[src/rtl/status_regs_params.svh]
// constants for the status, select and command register bank
`ifndef STATUS_REGS_PARAMS_SVH
`define STATUS_REGS_PARAMS_SVH

// register byte addresses
`define ADDR_STATUS_BYTE_LOW     10'h205
`define ADDR_STATUS_BYTE_MID     10'h206
`define ADDR_STATUS_BYTE_HIGH    10'h207
`define ADDR_CHECKSUM_SEED       10'h208
`define ADDR_COMMAND_RESET_CODES 10'h300
`define ADDR_DUTY_INPUT_LOW      10'h301
`define ADDR_BRAKE_DUTY_HIGH     10'h302
`define ADDR_STATUS_SELECTOR     10'h306

// command codes
`define CMD_WATCHDOG_RESTART     8'h00
`define CMD_CHECKSUM_CLEAR       8'h55
`define CMD_LATCH_OFF_RELEASE    8'hff

// reset values
`define RST_BYTE                 8'h00
`define RST_SELECTOR             4'h0
`define RST_HOLD                 16'h0000
`define RST_FLAG                 1'h0
`define RST_DUTY_HIGH            2'h0

// field positions
`define BRAKE_BIT                7
`define DUTY_HIGH_MSB            1
`define SEL_MSB                  3

// selector codes
`define SEL_PERIOD               4'h0
`define SEL_SPEED                4'h1
`define SEL_IN_DUTY              4'h2
`define SEL_IN_PERIOD            4'h3
`define SEL_IN_HIGH              4'h4
`define SEL_TARGET               4'h5
`define SEL_PI_DUTY              4'h6
`define SEL_ENERGIZE_POS         4'h7
`define SEL_OPEN_PHASE           4'h8
`define SEL_REG_CRC              4'h9
`define SEL_OUT_DUTY_MAX         4'ha
`define SEL_LEAD_ACTUAL          4'hb
`define SEL_LEAD_TARGET          4'hc
`define SEL_STATE_FLAGS          4'hd
`define SEL_TARGET_RAW           4'he

`endif

[src/rtl/status_regs_pkg.sv]
// types shared by the status, select and command register bank
package status_regs_pkg;
   typedef logic [7:0]  reg_byte_t;
   typedef logic [23:0] status_word_t;
   typedef logic [3:0]  status_sel_t;
   typedef logic [9:0]  reg_addr_t;
   typedef enum { cmd_none, cmd_watchdog, cmd_checksum, cmd_latch }
      cmd_kind_t;
endpackage

[src/rtl/status_select_and_command_regs.sv]
// status window, selector, duty, brake and command registers
//
// What this block does
// - write 00h restarts watchdog only
// - write 55h clears checksum driver-off
// - write FFh releases protection latch-off
// - other command values do nothing
// - checksum seed reads as 8-bit value
// - bit 7 at 0302h enables brake
// - duty code from 0301h and 0302h
// - 4-bit selector at 0306h, top zero
// - status word read as three bytes
// - low byte read snapshots upper bytes
// - selector change keeps held upper bytes
// - upper bytes zero before first snapshot
// - code 0h gives rotation period
// - code 1h gives speed in rpm
// - code 2h gives measured input duty
// - codes 3h, 4h give input counts
// - code 8h gives phase connection flags
// - code 5h gives target value
// - code 7h gives energizing position
`timescale 1ns/1ps
`default_nettype none
`include "status_regs_params.svh"
module status_select_and_command_regs
#(
   parameter int PERIOD_W = 20,
   parameter int COUNT_W  = 22
)
(
   input  wire logic                           i_core_clk,
   input  wire logic                           i_rst_n,
   // register port
   input  wire status_regs_pkg::reg_addr_t     i_reg_addr,
   input  wire logic                           i_reg_wr_en,
   input  wire status_regs_pkg::reg_byte_t     i_reg_wr_data,
   input  wire logic                           i_reg_rd_en,
   output var status_regs_pkg::reg_byte_t      o_reg_rd_data,
   output logic                                o_reg_rd_valid,
   // command effects
   output logic                                o_watchdog_restart,
   output logic                                o_checksum_off_clear,
   output logic                                o_latch_off_release,
   // control outputs
   output logic                                o_short_brake_enable,
   output logic [9:0]                          o_duty_input_code,
   output var status_regs_pkg::status_sel_t    o_status_source_select,
   // checksum seed from hidden registers
   input  wire status_regs_pkg::reg_byte_t     i_checksum_seed,
   // monitor values
   input  wire logic [PERIOD_W-1:0]            i_rotation_period_count,
   input  wire logic [14:0]                    i_rotation_speed_rpm,
   input  wire logic [9:0]                     i_measured_input_duty,
   input  wire logic [COUNT_W-1:0]             i_input_period_count_latched,
   input  wire logic [COUNT_W-1:0]             i_input_high_count_latched,
   input  wire logic [14:0]                    i_target_value_control,
   input  wire logic [9:0]                     i_pi_duty_result,
   input  wire logic [7:0]                     i_energizing_position,
   input  wire logic [2:0]                     i_phase_connected,
   input  wire logic [7:0]                     i_register_crc_result,
   input  wire logic [9:0]                     i_output_duty_max,
   input  wire logic [4:0]                     i_lead_angle_actual,
   input  wire logic [4:0]                     i_lead_angle_target,
   input  wire logic [2:0]                     i_state_flags,
   input  wire logic [14:0]                    i_target_value_raw,
   input  wire logic                           i_open_loop_flag
);
   import status_regs_pkg::*;

   generate
      if (PERIOD_W < 1 || COUNT_W < 1)
      begin : g_bad
         $error("monitor widths must be positive");
      end
      if (PERIOD_W > 24 || COUNT_W > 24)
      begin : g_wide
         $error("monitor widths exceed status word");
      end
   endgenerate

   // stored registers
   reg_byte_t     duty_low_reg;
   reg_byte_t     duty_low_next;
   logic          brake_reg;
   logic          brake_next;
   logic [1:0]    duty_high_reg;
   logic [1:0]    duty_high_next;
   status_sel_t   sel_reg;
   status_sel_t   sel_next;
   logic [15:0]   hold_reg;
   logic [15:0]   hold_next;
   reg_byte_t     rd_data_reg;
   reg_byte_t     rd_data_next;
   logic          rd_valid_reg;
   logic          wd_pulse_reg;
   logic          cs_pulse_reg;
   logic          lo_pulse_reg;
   cmd_kind_t     cmd_kind;

   // address decode
   wire hit_stat_low  = (i_reg_addr == `ADDR_STATUS_BYTE_LOW);
   wire hit_stat_mid  = (i_reg_addr == `ADDR_STATUS_BYTE_MID);
   wire hit_stat_high = (i_reg_addr == `ADDR_STATUS_BYTE_HIGH);
   wire hit_seed      = (i_reg_addr == `ADDR_CHECKSUM_SEED);
   wire hit_cmd       = (i_reg_addr == `ADDR_COMMAND_RESET_CODES);
   wire hit_duty_low  = (i_reg_addr == `ADDR_DUTY_INPUT_LOW);
   wire hit_brake     = (i_reg_addr == `ADDR_BRAKE_DUTY_HIGH);
   wire hit_sel       = (i_reg_addr == `ADDR_STATUS_SELECTOR);

   wire wr_cmd        = i_reg_wr_en & hit_cmd;
   wire wr_duty_low   = i_reg_wr_en & hit_duty_low;
   wire wr_brake      = i_reg_wr_en & hit_brake;
   wire wr_sel        = i_reg_wr_en & hit_sel;
   wire rd_stat_low   = i_reg_rd_en & hit_stat_low;

   // live status word
   status_word_t status_word;

   status_word_mux
   #(
      .PERIOD_W (PERIOD_W),
      .COUNT_W  (COUNT_W)
   )
   u_mux
   (
      .i_sel                        (sel_reg),
      .i_rotation_period_count      (i_rotation_period_count),
      .i_rotation_speed_rpm         (i_rotation_speed_rpm),
      .i_measured_input_duty        (i_measured_input_duty),
      .i_input_period_count_latched (i_input_period_count_latched),
      .i_input_high_count_latched   (i_input_high_count_latched),
      .i_target_value_control       (i_target_value_control),
      .i_pi_duty_result             (i_pi_duty_result),
      .i_energizing_position        (i_energizing_position),
      .i_phase_connected            (i_phase_connected),
      .i_register_crc_result        (i_register_crc_result),
      .i_output_duty_max            (i_output_duty_max),
      .i_lead_angle_actual          (i_lead_angle_actual),
      .i_lead_angle_target          (i_lead_angle_target),
      .i_state_flags                (i_state_flags),
      .i_target_value_raw           (i_target_value_raw),
      .i_open_loop_flag             (i_open_loop_flag),
      .o_status_word                (status_word)
   );

   // command decode
   always_comb
   begin
      cmd_kind = cmd_none;
      if (wr_cmd)
      begin
         case (i_reg_wr_data)
            `CMD_WATCHDOG_RESTART:  cmd_kind = cmd_watchdog;
            `CMD_CHECKSUM_CLEAR:    cmd_kind = cmd_checksum;
            `CMD_LATCH_OFF_RELEASE: cmd_kind = cmd_latch;
            default:                cmd_kind = cmd_none;
         endcase
      end
   end

   // control register next values
   // duty low byte
   assign duty_low_next  = wr_duty_low ? i_reg_wr_data : duty_low_reg;
   assign brake_next     = wr_brake ? i_reg_wr_data[`BRAKE_BIT] : brake_reg;
   assign duty_high_next = wr_brake ? i_reg_wr_data[`DUTY_HIGH_MSB:0]
                                    : duty_high_reg;
   assign sel_next       = wr_sel ? i_reg_wr_data[`SEL_MSB:0] : sel_reg;

   assign hold_next = rd_stat_low ? status_word[23:8] : hold_reg;

   // read data selection
   always_comb
   begin
      rd_data_next = rd_data_reg;
      if (i_reg_rd_en)
      begin
         rd_data_next = `RST_BYTE;
         if (hit_stat_low)
            rd_data_next = status_word[7:0];
         if (hit_stat_mid)
            rd_data_next = hold_reg[7:0];
         if (hit_stat_high)
            rd_data_next = hold_reg[15:8];
         if (hit_seed)
            rd_data_next = i_checksum_seed;
         if (hit_duty_low)
            rd_data_next = duty_low_reg;
         if (hit_brake)
            rd_data_next = {brake_reg, 5'h00, duty_high_reg};
         if (hit_sel)
            rd_data_next = {4'h0, sel_reg};
      end
   end

   always_ff @(posedge i_core_clk)
   begin
      if (!i_rst_n)
      begin
         duty_low_reg <= `RST_BYTE;
      end
      else
      begin
         duty_low_reg <= duty_low_next;
      end
   end

   // brake bit and duty top bits
   always_ff @(posedge i_core_clk)
   begin
      if (!i_rst_n)
      begin
         brake_reg     <= `RST_FLAG;
         duty_high_reg <= `RST_DUTY_HIGH;
      end
      else
      begin
         brake_reg     <= brake_next;
         duty_high_reg <= duty_high_next;
      end
   end

   always_ff @(posedge i_core_clk)
   begin
      if (!i_rst_n)
      begin
         sel_reg <= `RST_SELECTOR;
      end
      else
      begin
         sel_reg <= sel_next;
      end
   end

   always_ff @(posedge i_core_clk)
   begin
      if (!i_rst_n)
      begin
         hold_reg <= `RST_HOLD;
      end
      else
      begin
         hold_reg <= hold_next;
      end
   end

   always_ff @(posedge i_core_clk)
   begin
      if (!i_rst_n)
      begin
         rd_data_reg  <= `RST_BYTE;
         rd_valid_reg <= `RST_FLAG;
      end
      else
      begin
         rd_data_reg  <= rd_data_next;
         rd_valid_reg <= i_reg_rd_en;
      end
   end

   // command pulses, one cycle each
   always_ff @(posedge i_core_clk)
   begin
      if (!i_rst_n)
      begin
         wd_pulse_reg <= `RST_FLAG;
         cs_pulse_reg <= `RST_FLAG;
         lo_pulse_reg <= `RST_FLAG;
      end
      else
      begin
         wd_pulse_reg <= (cmd_kind == cmd_watchdog);
         cs_pulse_reg <= (cmd_kind == cmd_checksum);
         lo_pulse_reg <= (cmd_kind == cmd_latch);
      end
   end

   assign o_reg_rd_data          = rd_data_reg;
   assign o_reg_rd_valid         = rd_valid_reg;
   assign o_watchdog_restart     = wd_pulse_reg;
   assign o_checksum_off_clear   = cs_pulse_reg;
   assign o_latch_off_release    = lo_pulse_reg;
   assign o_short_brake_enable   = brake_reg;
   assign o_duty_input_code      = {duty_high_reg, duty_low_reg};
   assign o_status_source_select = sel_reg;
endmodule
`default_nettype wire

[src/rtl/status_word_mux.sv]
// monitor selection into the 24-bit status word
`timescale 1ns/1ps
`default_nettype none
`include "status_regs_params.svh"
module status_word_mux
#(
   parameter int PERIOD_W = 20,
   parameter int COUNT_W  = 22
)
(
   input  wire status_regs_pkg::status_sel_t  i_sel,
   input  wire logic [PERIOD_W-1:0]           i_rotation_period_count,
   input  wire logic [14:0]                   i_rotation_speed_rpm,
   input  wire logic [9:0]                    i_measured_input_duty,
   input  wire logic [COUNT_W-1:0]            i_input_period_count_latched,
   input  wire logic [COUNT_W-1:0]            i_input_high_count_latched,
   input  wire logic [14:0]                   i_target_value_control,
   input  wire logic [9:0]                    i_pi_duty_result,
   input  wire logic [7:0]                    i_energizing_position,
   input  wire logic [2:0]                    i_phase_connected,
   input  wire logic [7:0]                    i_register_crc_result,
   input  wire logic [9:0]                    i_output_duty_max,
   input  wire logic [4:0]                    i_lead_angle_actual,
   input  wire logic [4:0]                    i_lead_angle_target,
   input  wire logic [2:0]                    i_state_flags,
   input  wire logic [14:0]                   i_target_value_raw,
   input  wire logic                          i_open_loop_flag,
   output var status_regs_pkg::status_word_t   o_status_word
);
   import status_regs_pkg::*;

   generate
      if (PERIOD_W > 24 || COUNT_W > 24)
      begin : g_bad
         $error("monitor widths exceed status word");
      end
   endgenerate

   // all phases connected summary
   wire all_connected = &i_phase_connected;

   always_comb
   begin
      o_status_word = '0;
      case (i_sel)
         `SEL_PERIOD:       o_status_word = 24'(i_rotation_period_count);
         `SEL_SPEED:        o_status_word = 24'(i_rotation_speed_rpm);
         `SEL_IN_DUTY:      o_status_word = 24'(i_measured_input_duty);
         `SEL_IN_PERIOD:    o_status_word = 24'(i_input_period_count_latched);
         `SEL_IN_HIGH:      o_status_word = 24'(i_input_high_count_latched);
         `SEL_TARGET:       o_status_word = 24'(i_target_value_control);
         `SEL_PI_DUTY:      o_status_word = 24'(i_pi_duty_result);
         `SEL_ENERGIZE_POS: o_status_word = 24'(i_energizing_position);
         `SEL_OPEN_PHASE:   o_status_word = 24'({all_connected,
                                                 i_phase_connected});
         `SEL_REG_CRC:      o_status_word = 24'(i_register_crc_result);
         `SEL_OUT_DUTY_MAX: o_status_word = 24'(i_output_duty_max);
         `SEL_LEAD_ACTUAL:  o_status_word = 24'(i_lead_angle_actual);
         `SEL_LEAD_TARGET:  o_status_word = 24'(i_lead_angle_target);
         `SEL_STATE_FLAGS:  o_status_word = 24'(i_state_flags);
         `SEL_TARGET_RAW:   o_status_word = 24'({i_open_loop_flag,
                                                 i_target_value_raw});
         default:           o_status_word = '0;
      endcase
   end
endmodule
`default_nettype wire

[config.mk]
export PLATFORM = sky130hd
export DESIGN_NAME = status_select_and_command_regs
export DESIGN_NICKNAME = d
export VERILOG_FILES = /design/src/rtl/status_regs_pkg.sv /design/src/rtl/status_select_and_command_regs.sv /design/src/rtl/status_word_mux.sv
export VERILOG_INCLUDE_DIRS = /design/src /design/src/rtl
export SDC_FILE = /design/constraint.sdc
export NUM_CORES = 1
export LEC_CHECK = 0
export BUFFER_PORTS_ARGS = -buffer_cell sky130_fd_sc_hd__buf_4
export CAP_MARGIN = 5
export CORE_ASPECT_RATIO = 0.5
export CORE_MARGIN = 4
export CORE_UTILIZATION = 45
export CTS_BUF_LIST = sky130_fd_sc_hd__clkbuf_8 sky130_fd_sc_hd__clkbuf_16
export DETAILED_ROUTE_END_ITERATION = 7
export HOLD_SLACK_MARGIN = 0.05
export PLACE_DENSITY = 0.86
export SETUP_SLACK_MARGIN = 0.4
export SLEW_MARGIN = 20
export SYNTH_ARGS = -nofsm -noshare
export SYNTH_HDL_FRONTEND = slang
export SYNTH_HIERARCHICAL = 1
export SYNTH_SLANG_ARGS = --single-unit
[constraint.sdc]
create_clock -name i_core_clk -period 2.37 [get_ports i_core_clk]
set_input_delay 0.1185 -clock i_core_clk [delete_from_list [all_inputs] [get_ports i_core_clk]]
set_output_delay 0.1185 -clock i_core_clk [all_outputs]
set_load 0.01 [all_outputs]
==> impl_metrics.csv <==
group,metric,value,unit
route,drtPass1Iterations,7,
cells_and_area,largest_reg_flops,16,
cells_and_area,syn2layout_area_growth,61.8,%
floorplan,num_rows,23,
cts,clock_latency,300,ps
floorplan,die_h,73.6,um
timing,post-route-period-util,94.8,%
synthesis,synth_edf_count,0,
critical_path,rr_startpoint,"o_status_source_select[0]$_SDFFE_PN0P_",
synthesis,synth_cells,483,
synthesis,ys.flop_type,"dfxtp_1",
global_route,grt_pass1_vias,4803,
route,drtIter0Drc,608,
power,power,2000,uW
synthesis,async_flop_share,0,%
global_route,antenna_found_initial,0,
synthesis,syn_area,3870,sq um
cts,cts_hold_buf,0,
synthesis,avgSynthCellArea,8.02,sq um
timing,fmax,445,MHz
cells_and_area,final_core_util,76.7,%
cts,htreeDepth,2,
synthesis,synth.distinct_cells,71,
route,drc,0,
timing,slew_viol_final,0,
global_route,grt_max_degree,38,
timing,hold_viol,0,
timing,fin_skew,8.56,ps
timing,worstMarginPinSlew,568,ps
critical_path,crit_required,2540,ps
timing,fin_hold_ws,98.9,ps
route,viasPerCell,6.12,
floorplan,die_area,10200,sq um
synthesis,ys_warn_count,6,
cells_and_area,antennaDiodeCount,0,
timing,setup_tns,0,ps
route,wirelength,17700,um
timing,relSlewSlack,62.1,%
power,powerDensity,318,nW/um^2
cts,clkSlewWorstSetupHoldPaths,70,ps
cells_and_area,drive_gt1_share,45.7,%
flow_run,cap_violations,0,
power,cellLeakagePower,0.00275,uW
cts,clockRootBuffer,"clkbuf_16",
route,wire_per_inst,21.0,um
power,peakVddDrop,0.372,mV
global_route,track_usage,31.3,%
placement,place.gp.congestion,0.956,
cts,cts_sinks,43,
floorplan,boundaryPins,229,
synthesis,synth-seq-cells,43,
critical_path,worstSetupPathType,"register to register",
cells_and_area,nFillCells,619,
floorplan,initial_utilization,47.4,%
timing,rsz0062_at_grt,"yes",
global_route,grt_pass1_wl,25800,um
global_route,grt_overflow,0,
critical_path,cp-end-kind,"register",
critical_path,crit_arrival,2410,ps
critical_path,worst_setup_path_start_kind,"register",
critical_path,path_max_fanout,10,
run_status,status,"completed",
placement,dp_hpwl,13200,um
timing,min_period,2250,ps
route,vias,5141,
critical_path,critPathLaunch,"o_status_source_select[0]$_SDFFE_PN0P_",
cts,cts_tree,"built",
floorplan,dieWidth,139,um
cts,clock_path_buffers,2,
cells_and_area,nNetsFinal,929,
cts,numCtsBuffers,5,
min_path,hold_path_class,"primary input to register",
route,final_antenna_net_count,0,
min_path,min_from,"i_reg_wr_data[5]",
timing,setup_viol,0,
placement,io_buffers,228,
floorplan,core-area,8170,sq um
synthesis,seq_area_frac_synth,22.2,%
==> logic make-up (layout without fill, tap and decap cells) <==
| group | count (synthesis) | in the layout | share of synthesized area (%) |
|---|---|---|---|
| flops | 43 | 43 | 22.2 |
| buf+inv | 57 | 301 | 7.95 |
| other cells | 1 | 2 | 0.0968 |
| compound gates | 153 | 153 | 29.5 |
| simple gates | 188 | 188 | 29.2 |
| mux | 41 | 41 | 11.0 |
==> area by class of cell <==
type                    instances  area, sq um  area share [%]
clock buffers                   5          125            2.00
clock inverters                 3         46.3           0.739
inverters                      12         45.0           0.719
multi-input cells             384         2790            44.5
flip-flops and latches         43          876            14.0
well taps                     112          140            2.24
repair buffers                281         2250            35.9
==> repair_timing <==
item,CTS,global route
pin swaps,5,25
setup buffers,6,15
gates cloned,1,3
resized for setup,10,15
endpoints found under the setup margin,8,9
==> worst max-delay path, cell delays in order, from the launching register on <==
cell	delay, ps
dfxtp_4	380
buf_6	150
buf_4	140
a32oi_1	210
o22ai_1	90
or4_4	550
a22o_1	230
a222oi_1	250
o31ai_1	130
==> cells in the final DEF, fill, tap and decap left out, drive strengths merged, types with 8 or more instances in the layout <==
cell type and n:
a22oi 16, nor2 11, nand3 19, dfxtp 43, nor3 10, clkbuf 8, nand2 50, mux2i 31
nand4 12, and3 10, nor2b 24, inv 13, mux2 10, buf 278, a21boi 20, a32oi 10
a22o 9, a21oi 16, o21ai 19, a222oi 11
==> cell usage after synthesis, drive strengths merged, types with 4 or more instances <==
cell	n	share of area (%)
nand2	50	4.8
dfxtp	43	22
buf	34	5.7
mux2i	31	8.0
nor2b	24	3.9
a21boi	20	3.9
nand3	19	2.5
o21ai	19	2.5
a21oi	16	2.1
a22oi	16	3.2
inv	12	1.2
nand4	12	2.9
a222oi	11	2.8
clkbuf	11	1.1
nor2	11	1.3
a32oi	10	2.3
and3	10	1.6
mux2	10	3.0
nor3	10	1.7
a22o	9	2.0
nand3b	7	1.4
nor4	7	1.5
o211ai	7	1.4
a31oi	6	0.97
nand2b	6	0.97
a221oi	5	1.1
and2	5	0.81
a21o	4	0.78
nand4b	4	0.90
nor3b	4	0.78
o221ai	4	0.90
==> where the power goes <==
group	leakage (uW)	switching, uW	internal (uW)
combinational	0.00232	172	279
clock	0.0000804	322	502
sequential	0.000350	1.30	720
==> path summary, 6_finish.rpt <==
kind	to	slack (ps)	cells past startpoint
min	duty_low_reg[5]$_SDFFE_PN0P_	100	3
max reg2reg	o_reg_rd_data[7]$_SDFFE_PN0P_	120	8
max	o_reg_rd_data[7]$_SDFFE_PN0P_	120	8
min reg2reg	hold_reg[6]$_SDFFE_PN0P_	450	2
==> metrics by stage <==
stage | cell area [sq um] | instances | setup WS (ps)
after floorplan | 3900 | 484 | 206
after global placement | 5750 | 807 | 144
after detailed placement | 5750 | 807 | 92.4
after CTS | 6040 | 822 | 185
after global routing | 6270 | 840 | 81.3
final | 6270 | 840 | 124
==> routing by layer <==
layer  vias to the layer above  track usage [%]  wire length [um]
met4                         0             7.92               415
met1                      2419             42.1              7000
met5                         -                0                 0
met3                        50             7.09              1940
met2                       324             51.5              8290
li1                       2348                -                 -
(Power assumes the default switching activity.)
